File: config.mk
export PLATFORM = sky130hd
export DESIGN_NAME = sfu_status_flags
export DESIGN_NICKNAME = d
export VERILOG_FILES = /design/src/rtl/sfu_pkg.sv /design/src/rtl/sfu_flag_next.sv /design/src/rtl/sfu_status_flags.sv
export VERILOG_INCLUDE_DIRS = /design/src /design/src/rtl
export SDC_FILE = /design/constraint.sdc
export NUM_CORES = 1
export LEC_CHECK = 0
export BUFFER_PORTS_ARGS = -buffer_cell sky130_fd_sc_hd__buf_2
export CORE_ASPECT_RATIO = 1.25
export CORE_MARGIN = 2
export CORE_UTILIZATION = 37
export DETAILED_ROUTE_END_ITERATION = 6
export GPL_TIMING_DRIVEN = 0
export PLACE_DENSITY = 0.77
export RECOVER_POWER = 50
export SLEW_MARGIN = 25
export SYNTH_ARGS = -nofsm -noshare
export SYNTH_HDL_FRONTEND = slang
export SYNTH_SLANG_ARGS = --single-unit
File: constraint.sdc
create_clock -name i_clk_sys -period 1.4 [get_ports i_clk_sys]
set_clock_uncertainty 0.1 [all_clocks]
set_input_delay 0.14 -clock i_clk_sys [delete_from_list [all_inputs] [get_ports i_clk_sys]]
set_output_delay 0.14 -clock i_clk_sys [all_outputs]
set_load 0.01 [all_outputs]
File: src/rtl/sfu_params.svh
/*
 Constants of the status flag update block: flag positions, reset
 values and register offsets. Included by the package and modules.
*/
`ifndef SFU_PARAMS_SVH
`define SFU_PARAMS_SVH
`define SFU_BIT_ZERO        3
`define SFU_BIT_ZERO_POS    6
`define SFU_BIT_SKIP_POS    5
`define SFU_BIT_HALF_POS    4
`define SFU_BIT_ACHAIN_POS  3
`define SFU_BIT_LCHAIN_POS  2
`define SFU_BIT_CARRY_POS   0
`define SFU_CTRL_FREEZE_POS 0
`define SFU_FLAG_MASK       8'h7d
`define SFU_PSW_RESET       8'h00
`define SFU_OFF_PSW         4'h0
`define SFU_OFF_GROUP       4'h4
`define SFU_OFF_ALU         4'h8
`define SFU_OFF_CTRL        4'hc
`define SFU_GROUP_W         4
`define SFU_RD_ZERO         32'h0000_0000
`endif

File: src/rtl/sfu_pkg.sv
/*
 Types of the status flag update block.
 Assumes sfu_params.svh is on the include path.
*/
`include "sfu_params.svh"
package sfu_pkg;
   typedef enum logic [`SFU_GROUP_W-1:0] {
      SFU_GRP_OTHER,
      SFU_GRP_ARITH,
      SFU_GRP_LOGIC,
      SFU_GRP_ARITH_SKIP,
      SFU_GRP_TEST_BITS,
      SFU_GRP_COMPARE_EQ,
      SFU_GRP_INC_DEC,
      SFU_GRP_ROTATE,
      SFU_GRP_MOVI_ACCUM,
      SFU_GRP_MOVI_LOW
   } sfu_group_type;
endpackage

File: src/rtl/sfu_flag_next.sv
/*
 Combinational next-value logic of the status byte for one completed
 instruction. Assumes the decoder classifies the instruction group and
 the ALU supplies zero, skip, half-carry and carry results.
*/
`timescale 1ns/1ps
`include "sfu_params.svh"
module sfu_flag_next (
   // Present state and instruction
   input  wire logic [7:0]            i_psw,
   input  wire sfu_pkg::sfu_group_type i_group,
   // Results from the ALU
   input  wire logic                  i_res_zero,
   input  wire logic                  i_res_skip,
   input  wire logic                  i_res_half_carry,
   input  wire logic                  i_res_carry,
   // New status byte
   output logic [7:0]                 o_psw
);
   import sfu_pkg::*;

   always_comb begin
      // Default: skip and both chain flags clear, others kept
      o_psw = i_psw;
      o_psw[`SFU_BIT_SKIP_POS] = 1'b0;
      o_psw[`SFU_BIT_ACHAIN_POS] = 1'b0;
      o_psw[`SFU_BIT_LCHAIN_POS] = 1'b0;
      case (i_group)
         SFU_GRP_ARITH: begin
            o_psw[`SFU_BIT_ZERO_POS]  = i_res_zero;
            o_psw[`SFU_BIT_HALF_POS]  = i_res_half_carry;
            o_psw[`SFU_BIT_CARRY_POS] = i_res_carry;
         end
         SFU_GRP_LOGIC: begin
            o_psw[`SFU_BIT_ZERO_POS] = i_res_zero;
         end
         SFU_GRP_ARITH_SKIP, SFU_GRP_COMPARE_EQ: begin
            o_psw[`SFU_BIT_ZERO_POS]  = i_res_zero;
            o_psw[`SFU_BIT_SKIP_POS]  = i_res_skip;
            o_psw[`SFU_BIT_HALF_POS]  = i_res_half_carry;
            o_psw[`SFU_BIT_CARRY_POS] = i_res_carry;
         end
         SFU_GRP_TEST_BITS: begin
            o_psw[`SFU_BIT_ZERO_POS] = i_res_zero;
            o_psw[`SFU_BIT_SKIP_POS] = i_res_skip;
         end
         SFU_GRP_INC_DEC: begin
            o_psw[`SFU_BIT_ZERO_POS] = i_res_zero;
            o_psw[`SFU_BIT_SKIP_POS] = i_res_skip;
            o_psw[`SFU_BIT_HALF_POS] = i_res_half_carry;
         end
         SFU_GRP_ROTATE: begin
            o_psw[`SFU_BIT_CARRY_POS] = i_res_carry;
         end
         SFU_GRP_MOVI_ACCUM: begin
            o_psw[`SFU_BIT_ACHAIN_POS] = 1'b1;
         end
         SFU_GRP_MOVI_LOW: begin
            o_psw[`SFU_BIT_LCHAIN_POS] = 1'b1;
         end
         default: begin
         end
      endcase
      o_psw = o_psw & `SFU_FLAG_MASK;
   end
endmodule // sfu_flag_next

File: src/rtl/sfu_status_flags.sv
/*
 Status flag update block: holds the status byte, updates it at each
 instruction completion and gives software access over Avalon-MM.
 Assumes one 40 MHz clock, a synchronous active-high reset, and a
 decoder that pulses i_instr_done once per completed instruction.
*/
// Decided for this implementation: the register addresses and register access over Avalon-MM.
// What this block does
// - Flags at D6, D5, D4, D3, D2, D0
// - Arithmetic sets zero, half-carry, carry; clears rest
// - Logic ops update zero only; keep carries
// - Skip arithmetic and magnitude compares set four flags
// - Bit tests set zero and skip only
// - Equality compares set four flags from subtraction
// - Rotates and shifts update carry only
// - Immediate loads set their own chain flag
// - Other instructions clear skip and chain flags
`timescale 1ns/1ps
`include "sfu_params.svh"
module sfu_status_flags (
   // Clock and reset
   input  wire logic                   i_clk_sys,
   input  wire logic                   i_sys_rst,
   // Instruction completion from decoder and ALU
   input  wire logic                   i_instr_done,
   input  wire sfu_pkg::sfu_group_type i_group,
   input  wire logic                   i_res_zero,
   input  wire logic                   i_res_skip,
   input  wire logic                   i_res_half_carry,
   input  wire logic                   i_res_carry,
   // Status byte to the sequencer
   output logic [7:0]                  o_psw,
   // Avalon-MM slave
   input  wire logic [3:0]             i_avs_address,
   input  wire logic                   i_avs_read,
   input  wire logic                   i_avs_write,
   input  wire logic [31:0]            i_avs_writedata,
   input  wire logic [3:0]             i_avs_byteenable,
   output logic [31:0]                 o_avs_readdata,
   output logic                        o_avs_waitrequest,
   output logic [1:0]                  o_avs_response
);
   import sfu_pkg::*;

   logic [7:0]    psw_q;
   logic [7:0]    psw_next;
   sfu_group_type last_group_q;
   logic [3:0]    last_alu_q;
   logic          freeze_q;
   logic          acc_pend_q;
   logic [31:0]   rdata_d;
   logic          addr_ok;
   logic          wr_psw;

   // Decode of mapped word offsets
   function automatic logic sfu_mapped(input logic [3:0] a);
      if (a == `SFU_OFF_PSW) begin
         return 1'b1;
      end else if (a == `SFU_OFF_GROUP) begin
         return 1'b1;
      end else if (a == `SFU_OFF_ALU) begin
         return 1'b1;
      end else if (a == `SFU_OFF_CTRL) begin
         return 1'b1;
      end else begin
         return 1'b0;
      end
   endfunction

   sfu_flag_next u_next (
      .i_psw            (psw_q),
      .i_group          (i_group),
      .i_res_zero       (i_res_zero),
      .i_res_skip       (i_res_skip),
      .i_res_half_carry (i_res_half_carry),
      .i_res_carry      (i_res_carry),
      .o_psw            (psw_next)
   );

   // One-cycle accept: waitrequest high until a request is answered
   wire acc_req = (i_avs_read | i_avs_write) & ~acc_pend_q;
   assign addr_ok = sfu_mapped(i_avs_address);
   assign wr_psw  = acc_req & i_avs_write & i_avs_byteenable[0]
                    & (i_avs_address == `SFU_OFF_PSW);

   always_ff @(posedge i_clk_sys) begin
      if (i_sys_rst) begin
         acc_pend_q <= 1'b0;
      end else begin
         acc_pend_q <= acc_req;
      end
   end

   // Status byte; instruction update beats a software write
   always_ff @(posedge i_clk_sys) begin
      if (i_sys_rst) begin
         psw_q <= `SFU_PSW_RESET;
      end else if (i_instr_done && !freeze_q) begin
         psw_q <= psw_next;
      end else if (wr_psw) begin
         psw_q <= i_avs_writedata[7:0] & `SFU_FLAG_MASK;
      end
   end

   // Freeze control lets software hold the flags
   always_ff @(posedge i_clk_sys) begin
      if (i_sys_rst) begin
         freeze_q <= 1'b0;
      end else if (acc_req && i_avs_write && i_avs_byteenable[0]
                   && i_avs_address == `SFU_OFF_CTRL) begin
         freeze_q <= i_avs_writedata[`SFU_CTRL_FREEZE_POS];
      end
   end

   // Last completed instruction, visible to software
   always_ff @(posedge i_clk_sys) begin
      if (i_sys_rst) begin
         last_group_q <= SFU_GRP_OTHER;
         last_alu_q   <= 4'h0;
      end else if (i_instr_done) begin
         last_group_q <= i_group;
         last_alu_q   <= {i_res_zero, i_res_skip,
                          i_res_half_carry, i_res_carry};
      end
   end

   always_comb begin
      rdata_d = `SFU_RD_ZERO;
      if (i_avs_address == `SFU_OFF_PSW) begin
         rdata_d[7:0] = psw_q;
      end else if (i_avs_address == `SFU_OFF_GROUP) begin
         rdata_d[`SFU_GROUP_W-1:0] = last_group_q;
      end else if (i_avs_address == `SFU_OFF_ALU) begin
         rdata_d[3:0] = last_alu_q;
      end else if (i_avs_address == `SFU_OFF_CTRL) begin
         rdata_d[`SFU_CTRL_FREEZE_POS] = freeze_q;
      end
   end

   always_ff @(posedge i_clk_sys) begin
      if (i_sys_rst) begin
         o_avs_readdata    <= `SFU_RD_ZERO;
         o_avs_waitrequest <= 1'b1;
         o_avs_response    <= 2'b00;
         o_psw             <= `SFU_PSW_RESET;
      end else begin
         o_avs_waitrequest <= ~acc_req;
         o_psw             <= (i_instr_done && !freeze_q) ? psw_next :
                              wr_psw ? (i_avs_writedata[7:0]
                                        & `SFU_FLAG_MASK) : psw_q;
         if (acc_req) begin
            o_avs_readdata <= i_avs_read ? rdata_d : `SFU_RD_ZERO;
            o_avs_response <= addr_ok ? 2'b00 : 2'b11;
         end
      end
   end

   // Assertions
   chk_psw_mirror: assert property (@(posedge i_clk_sys)
      disable iff (i_sys_rst) ##1 (o_psw == psw_q))
      else $error("status output differs from status byte");
   chk_reserved_zero: assert property (@(posedge i_clk_sys)
      disable iff (i_sys_rst) (psw_q[7] == 1'b0) && (psw_q[1] == 1'b0))
      else $error("reserved status bits set");
   chk_arith_update: assert property (@(posedge i_clk_sys)
      disable iff (i_sys_rst)
      (i_instr_done && !freeze_q && i_group == SFU_GRP_ARITH) |=>
      psw_q == ({1'b0, $past(i_res_zero), 1'b0, $past(i_res_half_carry),
                 3'b000, $past(i_res_carry)}))
      else $error("arithmetic flags wrong");
   chk_logic_keep: assert property (@(posedge i_clk_sys)
      disable iff (i_sys_rst)
      (i_instr_done && !freeze_q && i_group == SFU_GRP_LOGIC) |=>
      $stable({psw_q[4], psw_q[0]}) && psw_q[5:2] == {1'b0, psw_q[4], 2'b00})
      else $error("logic group disturbed carries");
   chk_cmp_skip: assert property (@(posedge i_clk_sys)
      disable iff (i_sys_rst)
      (i_instr_done && !freeze_q && (i_group == SFU_GRP_ARITH_SKIP
       || i_group == SFU_GRP_COMPARE_EQ)) |=>
      psw_q[5] == $past(i_res_skip) && psw_q[0] == $past(i_res_carry))
      else $error("compare skip or carry wrong");
   chk_test_bits: assert property (@(posedge i_clk_sys)
      disable iff (i_sys_rst)
      (i_instr_done && !freeze_q && i_group == SFU_GRP_TEST_BITS) |=>
      psw_q[6:5] == {$past(i_res_zero), $past(i_res_skip)}
      && $stable(psw_q[0]))
      else $error("bit test flags wrong");
   chk_incdec_cy: assert property (@(posedge i_clk_sys)
      disable iff (i_sys_rst)
      (i_instr_done && !freeze_q && i_group == SFU_GRP_INC_DEC) |=>
      $stable(psw_q[0]) && psw_q[4] == $past(i_res_half_carry))
      else $error("increment touched carry");
   chk_rotate_cy: assert property (@(posedge i_clk_sys)
      disable iff (i_sys_rst)
      (i_instr_done && !freeze_q && i_group == SFU_GRP_ROTATE) |=>
      psw_q[0] == $past(i_res_carry) && $stable(psw_q[6]) && !psw_q[5])
      else $error("rotate flags wrong");
   chk_chain_load: assert property (@(posedge i_clk_sys)
      disable iff (i_sys_rst)
      (i_instr_done && !freeze_q && i_group == SFU_GRP_MOVI_ACCUM) |=>
      psw_q[5:2] == {1'b0, $past(psw_q[4]), 2'b10} && $stable(psw_q[6]))
      else $error("accumulator chain flag wrong");
   chk_low_chain: assert property (@(posedge i_clk_sys)
      disable iff (i_sys_rst)
      (i_instr_done && !freeze_q && i_group == SFU_GRP_MOVI_LOW) |=>
      psw_q[5:2] == {1'b0, $past(psw_q[4]), 2'b01} && $stable(psw_q[6]))
      else $error("low chain flag wrong");
   chk_equal_flags: assert property (@(posedge i_clk_sys)
      disable iff (i_sys_rst)
      (i_instr_done && !freeze_q && i_group == SFU_GRP_COMPARE_EQ) |=>
      psw_q == {1'b0, $past(i_res_zero), $past(i_res_skip),
                $past(i_res_half_carry), 3'b000, $past(i_res_carry)})
      else $error("equality compare flags wrong");
   chk_freeze_hold: assert property (@(posedge i_clk_sys)
      disable iff (i_sys_rst)
      (freeze_q && !wr_psw) |=> $stable(psw_q))
      else $error("frozen flags changed");
   chk_bus_answer: assert property (@(posedge i_clk_sys)
      disable iff (i_sys_rst)
      acc_req |=> !o_avs_waitrequest ##1 o_avs_waitrequest)
      else $error("bus answer not one wait state");
   chk_other_clear: assert property (@(posedge i_clk_sys)
      disable iff (i_sys_rst)
      (i_instr_done && !freeze_q && i_group == SFU_GRP_OTHER) |=>
      psw_q[5:2] == {1'b0, $past(psw_q[4]), 2'b00} && $stable(psw_q[6]))
      else $error("default group flags wrong");
endmodule // sfu_status_flags
==> reports/qor.txt, run 1 <==
final worst setup slack -> -0.00528 ns
Initial Utilization -> 39.0%
Hold/Removal Path Class -> in -> reg
utilization after layout -> 50.7%
R2R cell count -> 5
Slew HR -> 62.3%
Hold Path Origin -> i_avs_writedata[0]
initial antenna violation count -> 0
Longest Clk Path Bufs -> 2
part of the power in the clock network -> 28.6%
first-pass GRT wire length -> 4.74 mm
number of global-route vias before repair -> 1,037
crit path time final -> 1.41 ns
CTS clock-pin slew for the worst setup and hold paths -> 0.09 ns
Initial DRC Count -> 38
Psw -> 0.000410 W
Design Area, Final -> 1800 um2
DRT antenna net count -> 0
Crit Path Category -> reg -> reg
Num CTS Buffers -> 3
FILL cells -> 357
RR Endpoint -> o_psw[5]
Power Density -> 842 nW/um2
Hold Path Sink -> freeze_q
Net Sw Frac -> 27.1%
Yosys warning count -> 0
P_int -> 0.00110 W
Hold Path Depth -> 3
drt wl/cell -> 12.0 um
FF-to-FF Start -> acc_pend_q
CTS sink count -> 25
Final Setup Violations -> 1
DP HPWL -> 2.38 mm
outcome -> finished with violations
Syn Std Cell Area -> 1380 um2
CP Launch Type -> register
fin crit share -> 100%
Placed Area -> 1720 um2
Final nets -> 273
failing checks -> design-rule violations, negative setup slack
Synth Area per Inst -> 9.15 um2
H-tree levels -> 1
1st-pass router iterations -> 6
die width -> 58.7 um
Die ar. -> 4240 um2
post-synthesis cell count -> 151
Data arrival, critical path -> 1.45 ns
row cnt -> 24
vias post-DR -> 1,184
final hold violation count -> 0
Fmax -> 712 MHz
port buffer count -> 37
EDFF count, synth -> 0
via/cell ratio -> 4.59
routability cong. -> 0.767
setup TNS -> -0.00528 ns
CTS tree -> done
Pins Over Slew Limit -> 0
Synth-to-Final Area Change -> 30.0%
asr flop ratio synth -> 0%
Yosys cell types -> 37
share of layout cells above drive strength 1 -> 37.4%
total routed wirelength -> 3.09 mm
crit path max fanout -> 6
Peak supply drop -> 0.393 mV
# DRC -> 6
latest clock arrival within the worst-skew pair -> 0.27 ns
post-synthesis sequential area ratio -> 36.2%
CP endpoint kind -> register
WP data required -> 1.45 ns
Reg power frac -> 50.4%
RSZ-0062 raised after global routing -> true
P_leak -> 0.909 nW
Worst-Margin Slew -> 0.565 ns
Yosys reg bits -> 25
Power, Total -> 0.00151 W
ant diodes -> 0
root buf cell -> clkbuf_8
Overflow after GRT -> 0
GRT Util Overall -> 14.3%
combinational fraction of design power -> 20.9%
core area -> 3540 um2
Ports -> 96
ys flop type -> dfxtp_1
MaxCap Viol Count -> 0
Die Y -> 72.3 um
flop2flop setup slack -> -0.005 ns
largest net degree at the start of global routing -> 14
[per-layer routing]
layer,vias to the layer above,track usage [%],wire (um)
li1,604,-,-
met1,526,18.3,1300
met2,50,24.1,1500
met3,4,2.85,258
met4,0,4.55,36
met5,-,0,0
[layout make-up]
cell class	count	area (um2)	share of cell area [%]
multi-input combinational	116	743	41.4
sequential	25	502	27.9
buffer	33	249	13.9
timing repair buffer	39	200	11.1
tap	39	48.8	2.72
clock buffer	4	45.0	2.51
inverter	2	7.51	0.418
[logic make-up after synthesis]
| group | synth area share (%) |
|---|---|
| flops | 36.2 |
| other cells | 0.271 |
| compound gates | 12.5 |
| simple gates | 17.2 |
| buf+inv | 18.6 |
| mux | 14.6 |
| xor+xnor | 0.634 |
[power groups by stage]
stage / clock (W) / sequential, W / combinational, W
floorplan: 0 / 0.000782 / 0.000210
finish: 0.000433 / 0.000762 / 0.000317
detailed placement: 0 / 0.000779 / 0.000304
CTS: 0.000440 / 0.000762 / 0.000306
global placement: 0 / 0.000777 / 0.000301
global route: 0.000461 / 0.000767 / 0.000348
[synth_stat cells, types with 2 or more instances]
cell	number	area [um2]
buf_6	2	22.5
a22o_1	4	35.0
nor2_1	16	60.1
mux2i_1	19	190
o2bb2ai_1	2	17.5
nand2_1	6	22.5
clkbuf_1	3	11.3
a21oi_1	3	15.0
buf_4	28	210
nor3_1	3	15.0
nand2b_1	3	18.8
or3_1	2	12.5
dfxtp_1	25	500
nand3b_1	2	15.0
nor2b_1	4	25.0
inv_1	2	7.51
a22oi_1	3	22.5
a31oi_1	2	12.5
a211oi_1	4	30.0
[stage by stage]
| step | hold slack, ns | setup slack [ns] | std cells |
|---|---|---|---|
| after detailed placement | 0.314 | -0.228 | 253 |
| final | 0.0341 | -0.00528 | 258 |
| after floorplan | 0.160 | -0.00694 | 177 |
| after global routing | 0.0463 | -0.0513 | 258 |
| after CTS | 0.0309 | 0.0170 | 257 |
| after global placement | 0.303 | -0.208 | 253 |
[layout by cell type (no fill, tap or decap), drive strengths merged, types with 2 or more instances in the layout]
master	synthesis	final
dfxtp	25	25
a22o	4	4
nor2	16	16
nor3	3	3
nand2	6	6
buf	31	70
or3	2	2
inv	2	2
a211oi	4	4
conb	1	27
a22oi	3	3
nand3b	2	2
nor2b	5	5
o2bb2ai	2	2
a21oi	3	3
nand2b	3	3
clkbuf	3	6
a31oi	2	2
mux2i	19	19
[worst max path at each step]
stage / from / end / cells after the start
global route: acc_pend_q / o_psw[2] / 5
detailed placement: i_avs_address[1] / o_psw[5] / 6
finish: acc_pend_q / o_psw[5] / 5
global placement: i_avs_address[1] / o_psw[5] / 6
CTS: acc_pend_q / o_psw[5] / 5
floorplan: i_avs_address[2] / o_psw[2] / 6
[registers in the layout, summed over array words and instances (netlist names)]
| signal | cells |
|---|---|
| o_avs_readdata | 7 |
| o_psw | 6 |
| last_alu_q | 4 |
| last_group_q | 4 |
| acc_pend_q | 1 |
| freeze_q | 1 |
| o_avs_response | 1 |
| o_avs_waitrequest | 1 |
[repair_timing]
| action | in CTS | in global routing |
|---|---|---|
| hold buffers | 0 | 0 |
| endpoints found under the setup margin | 0 | 7 |
| setup buffers | 0 | 2 |
| resized for setup | 0 | 6 |
| endpoints found under the hold margin | 0 | 0 |
[worst max-delay path, stage by stage, from the launching register on]
cell and delay (ns):
dfxtp_2 0.33, and3b_1 0.24, nor2b_4 0.15, buf_6 0.14, mux2i_2 0.23, a211oi_2 0.09
(Power assumes the default switching activity.)
==> inputs of run 2 (changes only) <==
--- a/config.mk
+++ b/config.mk
@@ -6,14 +6,16 @@
 export SDC_FILE = /design/constraint.sdc
 export NUM_CORES = 1
 export LEC_CHECK = 0
+export ABC_AREA = 1
 export BUFFER_PORTS_ARGS = -buffer_cell sky130_fd_sc_hd__buf_2
 export CORE_ASPECT_RATIO = 1.25
 export CORE_MARGIN = 2
 export CORE_UTILIZATION = 37
 export DETAILED_ROUTE_END_ITERATION = 6
 export GPL_TIMING_DRIVEN = 0
-export PLACE_DENSITY = 0.77
+export PLACE_DENSITY = 0.76
 export RECOVER_POWER = 50
+export SETUP_SLACK_MARGIN = 0.15
 export SLEW_MARGIN = 25
 export SYNTH_ARGS = -nofsm -noshare
 export SYNTH_HDL_FRONTEND = slang
==> run 2 against run 1 <==
The flow now finishes without violations. Design area up 3.7%. Power grew 2.0%. Final cell count grew 24%. Register-to-register slack improved by 0.18 ns. First-iteration DRC count fell by 21%. Utilization down 0.65 points. Clock-buffer cell count shrank 1. Routed wire length up 4.9%. Sequential share of layout area decreased by 1.1 points. Synthesized cell count rose by 38%. Critical endpoint is now o_psw[2].
==> reports/qor.txt, run 2 <==
CP Launch Type -> register
Power Density -> 828 nW/um2
RSZ-0062 raised after global routing -> true
most common cell after layout, fill and taps aside -> nand2_1
Num CTS Buffers -> 3
met2 usage -> 26.3%
ys flop type -> dfxtp_1
CTS clock-pin slew for the worst setup and hold paths -> 0.09 ns
Synth top cells by count -> nand2_1 (48), buf_4 (28), dfxtp_1 (25), nor2_1 (25), inv_1 (19)
Synth Area per Inst -> 6.83 um2
critical path, cell by cell -> inv_2 -> nand3_4 -> o21ai_4 -> inv_2 -> nor2_2 -> nor2_1
final hold violation count -> 0
die width -> 59.4 um
vias post-DR -> 1,418
Final Setup Violations -> 0
MaxCap Viol Count -> 0
first-pass GRT wire length -> 5.09 mm
FILL cells -> 396
GRT met1 Usage -> 16.8%
Top Registers -> o_avs_readdata (7), o_psw (6)
via/cell ratio -> 4.45
Ports -> 96
Pins Over Slew Limit -> 0
share of layout cells above drive strength 1 -> 29.0%
Critical Path Max Stage Delay -> 0.32 ns
Initial DRC Count -> 30
top-count cell post-synth -> nand2_1
crit path max fanout -> 8
root buf cell -> clkbuf_8
GRT Util Overall -> 14.9%
Buf/Inv on CP -> 2
Syn Std Cell Area -> 1420 um2
Overflow after GRT -> 0
Initial Utilization -> 38.2%
fin crit share -> 87.8%
CP delay by family, top -> flip-flops
Fmax -> 814 MHz
1st-pass router iterations -> 4
port buffer count -> 39
asr flop ratio synth -> 0%
# DRC -> 0
WP data required -> 1.46 ns
number of global-route vias before repair -> 1,273
Yosys cell types -> 22
CTS sink count -> 25
largest net degree at the start of global routing -> 15
most used cell, CP -> inv_2
ranking of synthesized cells by area -> dfxtp_1 (35%), buf_4 (15%), nand2_1 (13%)
EDFF count, synth -> 0
setup TNS -> 0 ns
core area -> 3720 um2
Yosys warning count -> 0
crit path time final -> 1.23 ns
DRT antenna net count -> 0
post-synthesis cell count -> 208
latest clock arrival within the worst-skew pair -> 0.27 ns
CP endpoint kind -> register
ant diodes -> 0
CTS tree -> done
total routed wirelength -> 3.25 mm
Die Y -> 73.3 um
Placed Area -> 1760 um2
Data arrival, critical path -> 1.29 ns
top-area cell type share of the netlist area -> 35.2%
GR peak layer -> met2
Peak supply drop -> 0.410 mV
Synth-to-Final Area Change -> 31.1%
P_leak -> 1.01 nW
worst hold slack -> 0.0275 ns
Worst path slowest cell -> dfxtp_1
postcts setup bufs -> 0
met3 Resource Use GR -> 3.52%
DP HPWL -> 2.64 mm
row cnt -> 25
Synth area leader -> dfxtp_1
H-tree levels -> 1
flop2flop setup slack -> 0.17 ns
number of flip-flops in the largest register -> 7
Design Area, Final -> 1860 um2
Crit Path Category -> reg -> reg
most frequent cells in the layout -> nand2_1 (47), buf_2 (29), buf_4 (28), conb_1 (27), dfxtp_1 (25)
post-synthesis sequential area ratio -> 35.2%
Longest Clk Path Bufs -> 2
Die ar. -> 4350 um2
Biggest register -> o_avs_readdata
Yosys reg bits -> 25
routability cong. -> 0.919
drt wl/cell -> 10.2 um
outcome -> finished, final reports clean
initial antenna violation count -> 0
Hold/Removal Path Class -> in -> reg
Final nets -> 333
==> run 2: changes by cell type in the layout (fill, tap and decap cells not counted), sizes merged, moves of 4 or more <==
cell	change
a211oi	-4
nor2b	-5
buf	-12
mux2i	-19
clkbuf	+11
nand2	+43
inv	+19
nand3	+15
a21oi	+6
nor2	+12
o21ai	+19
==> run 2: layer usage <==
layer / part of all wire (%) / vias up / wire (um)
li1: - / 748 / -
met1: 42 / 605 / 1350
met2: 49 / 57 / 1590
met3: 7.4 / 8 / 239
met4: 1.9 / 0 / 61
met5: 0 / - / 0
==> run 2: timing repair <==
item,CTS,global route
cloned,0,1
hold buffers,1,0
endpoints found under the setup margin,10,8
pin swaps,1,5
gates resized for setup,3,15
endpoints found under the hold margin,1,0
==> run 2: power breakdown <==
group	total (W)	internal [W]	switching, W
combinational	0.000352	0.000148	0.000204
clock	0.000421	0.000199	0.000222
sequential	0.000769	0.000748	0.0000214
==> run 2: worst paths after layout <==
path,depth (start not counted),to,start
setup / recovery,6,o_psw[2],acc_pend_q
hold / removal,3,last_alu_q[0],i_res_carry
setup reg to reg,6,o_psw[2],acc_pend_q
hold reg to reg,2,o_avs_readdata[5],o_avs_readdata[5]
==> run 2: cells by family after synthesis <==
logic type,after synthesis,synth area share (%)
AO/OA/AOI/OAI,31,12.3
buffers and inverters,53,21.7
AND/OR/NAND/NOR,98,30.5
flip-flops,25,35.2
other,1,0.264
==> run 2: final cells by class <==
class / count / area, um2 / share of cell area, %
multi-input cells: 156 / 757 / 40.7
flip-flops and latches: 25 / 500 / 26.9
plain buffers: 32 / 234 / 12.6
repair buffers: 41 / 195 / 10.5
inverters: 21 / 78.8 / 4.23
well taps: 40 / 50.0 / 2.69
clock buffers: 3 / 41.3 / 2.22
clock inverters: 1 / 5.00 / 0.269
==> run 2: stage by stage <==
step	worst slack, ns	util [%]	power [W]	cells
2_1_floorplan	0.231	-	0.00101	234
6_report	0.171	50.0	0.00154	319
3_3_place_gp	0.0807	47.4	0.00111	313
4_1_cts	0.163	49.1	0.00153	318
3_5_place_dp	0.0609	47.4	0.00111	313
5_1_grt	0.0843	50.0	0.00163	319
==> run 2: worst min-delay path: stages <==
cell,delay (ns)
buf_2,0.09
nor2_1,0.05
nor2_1,0.08
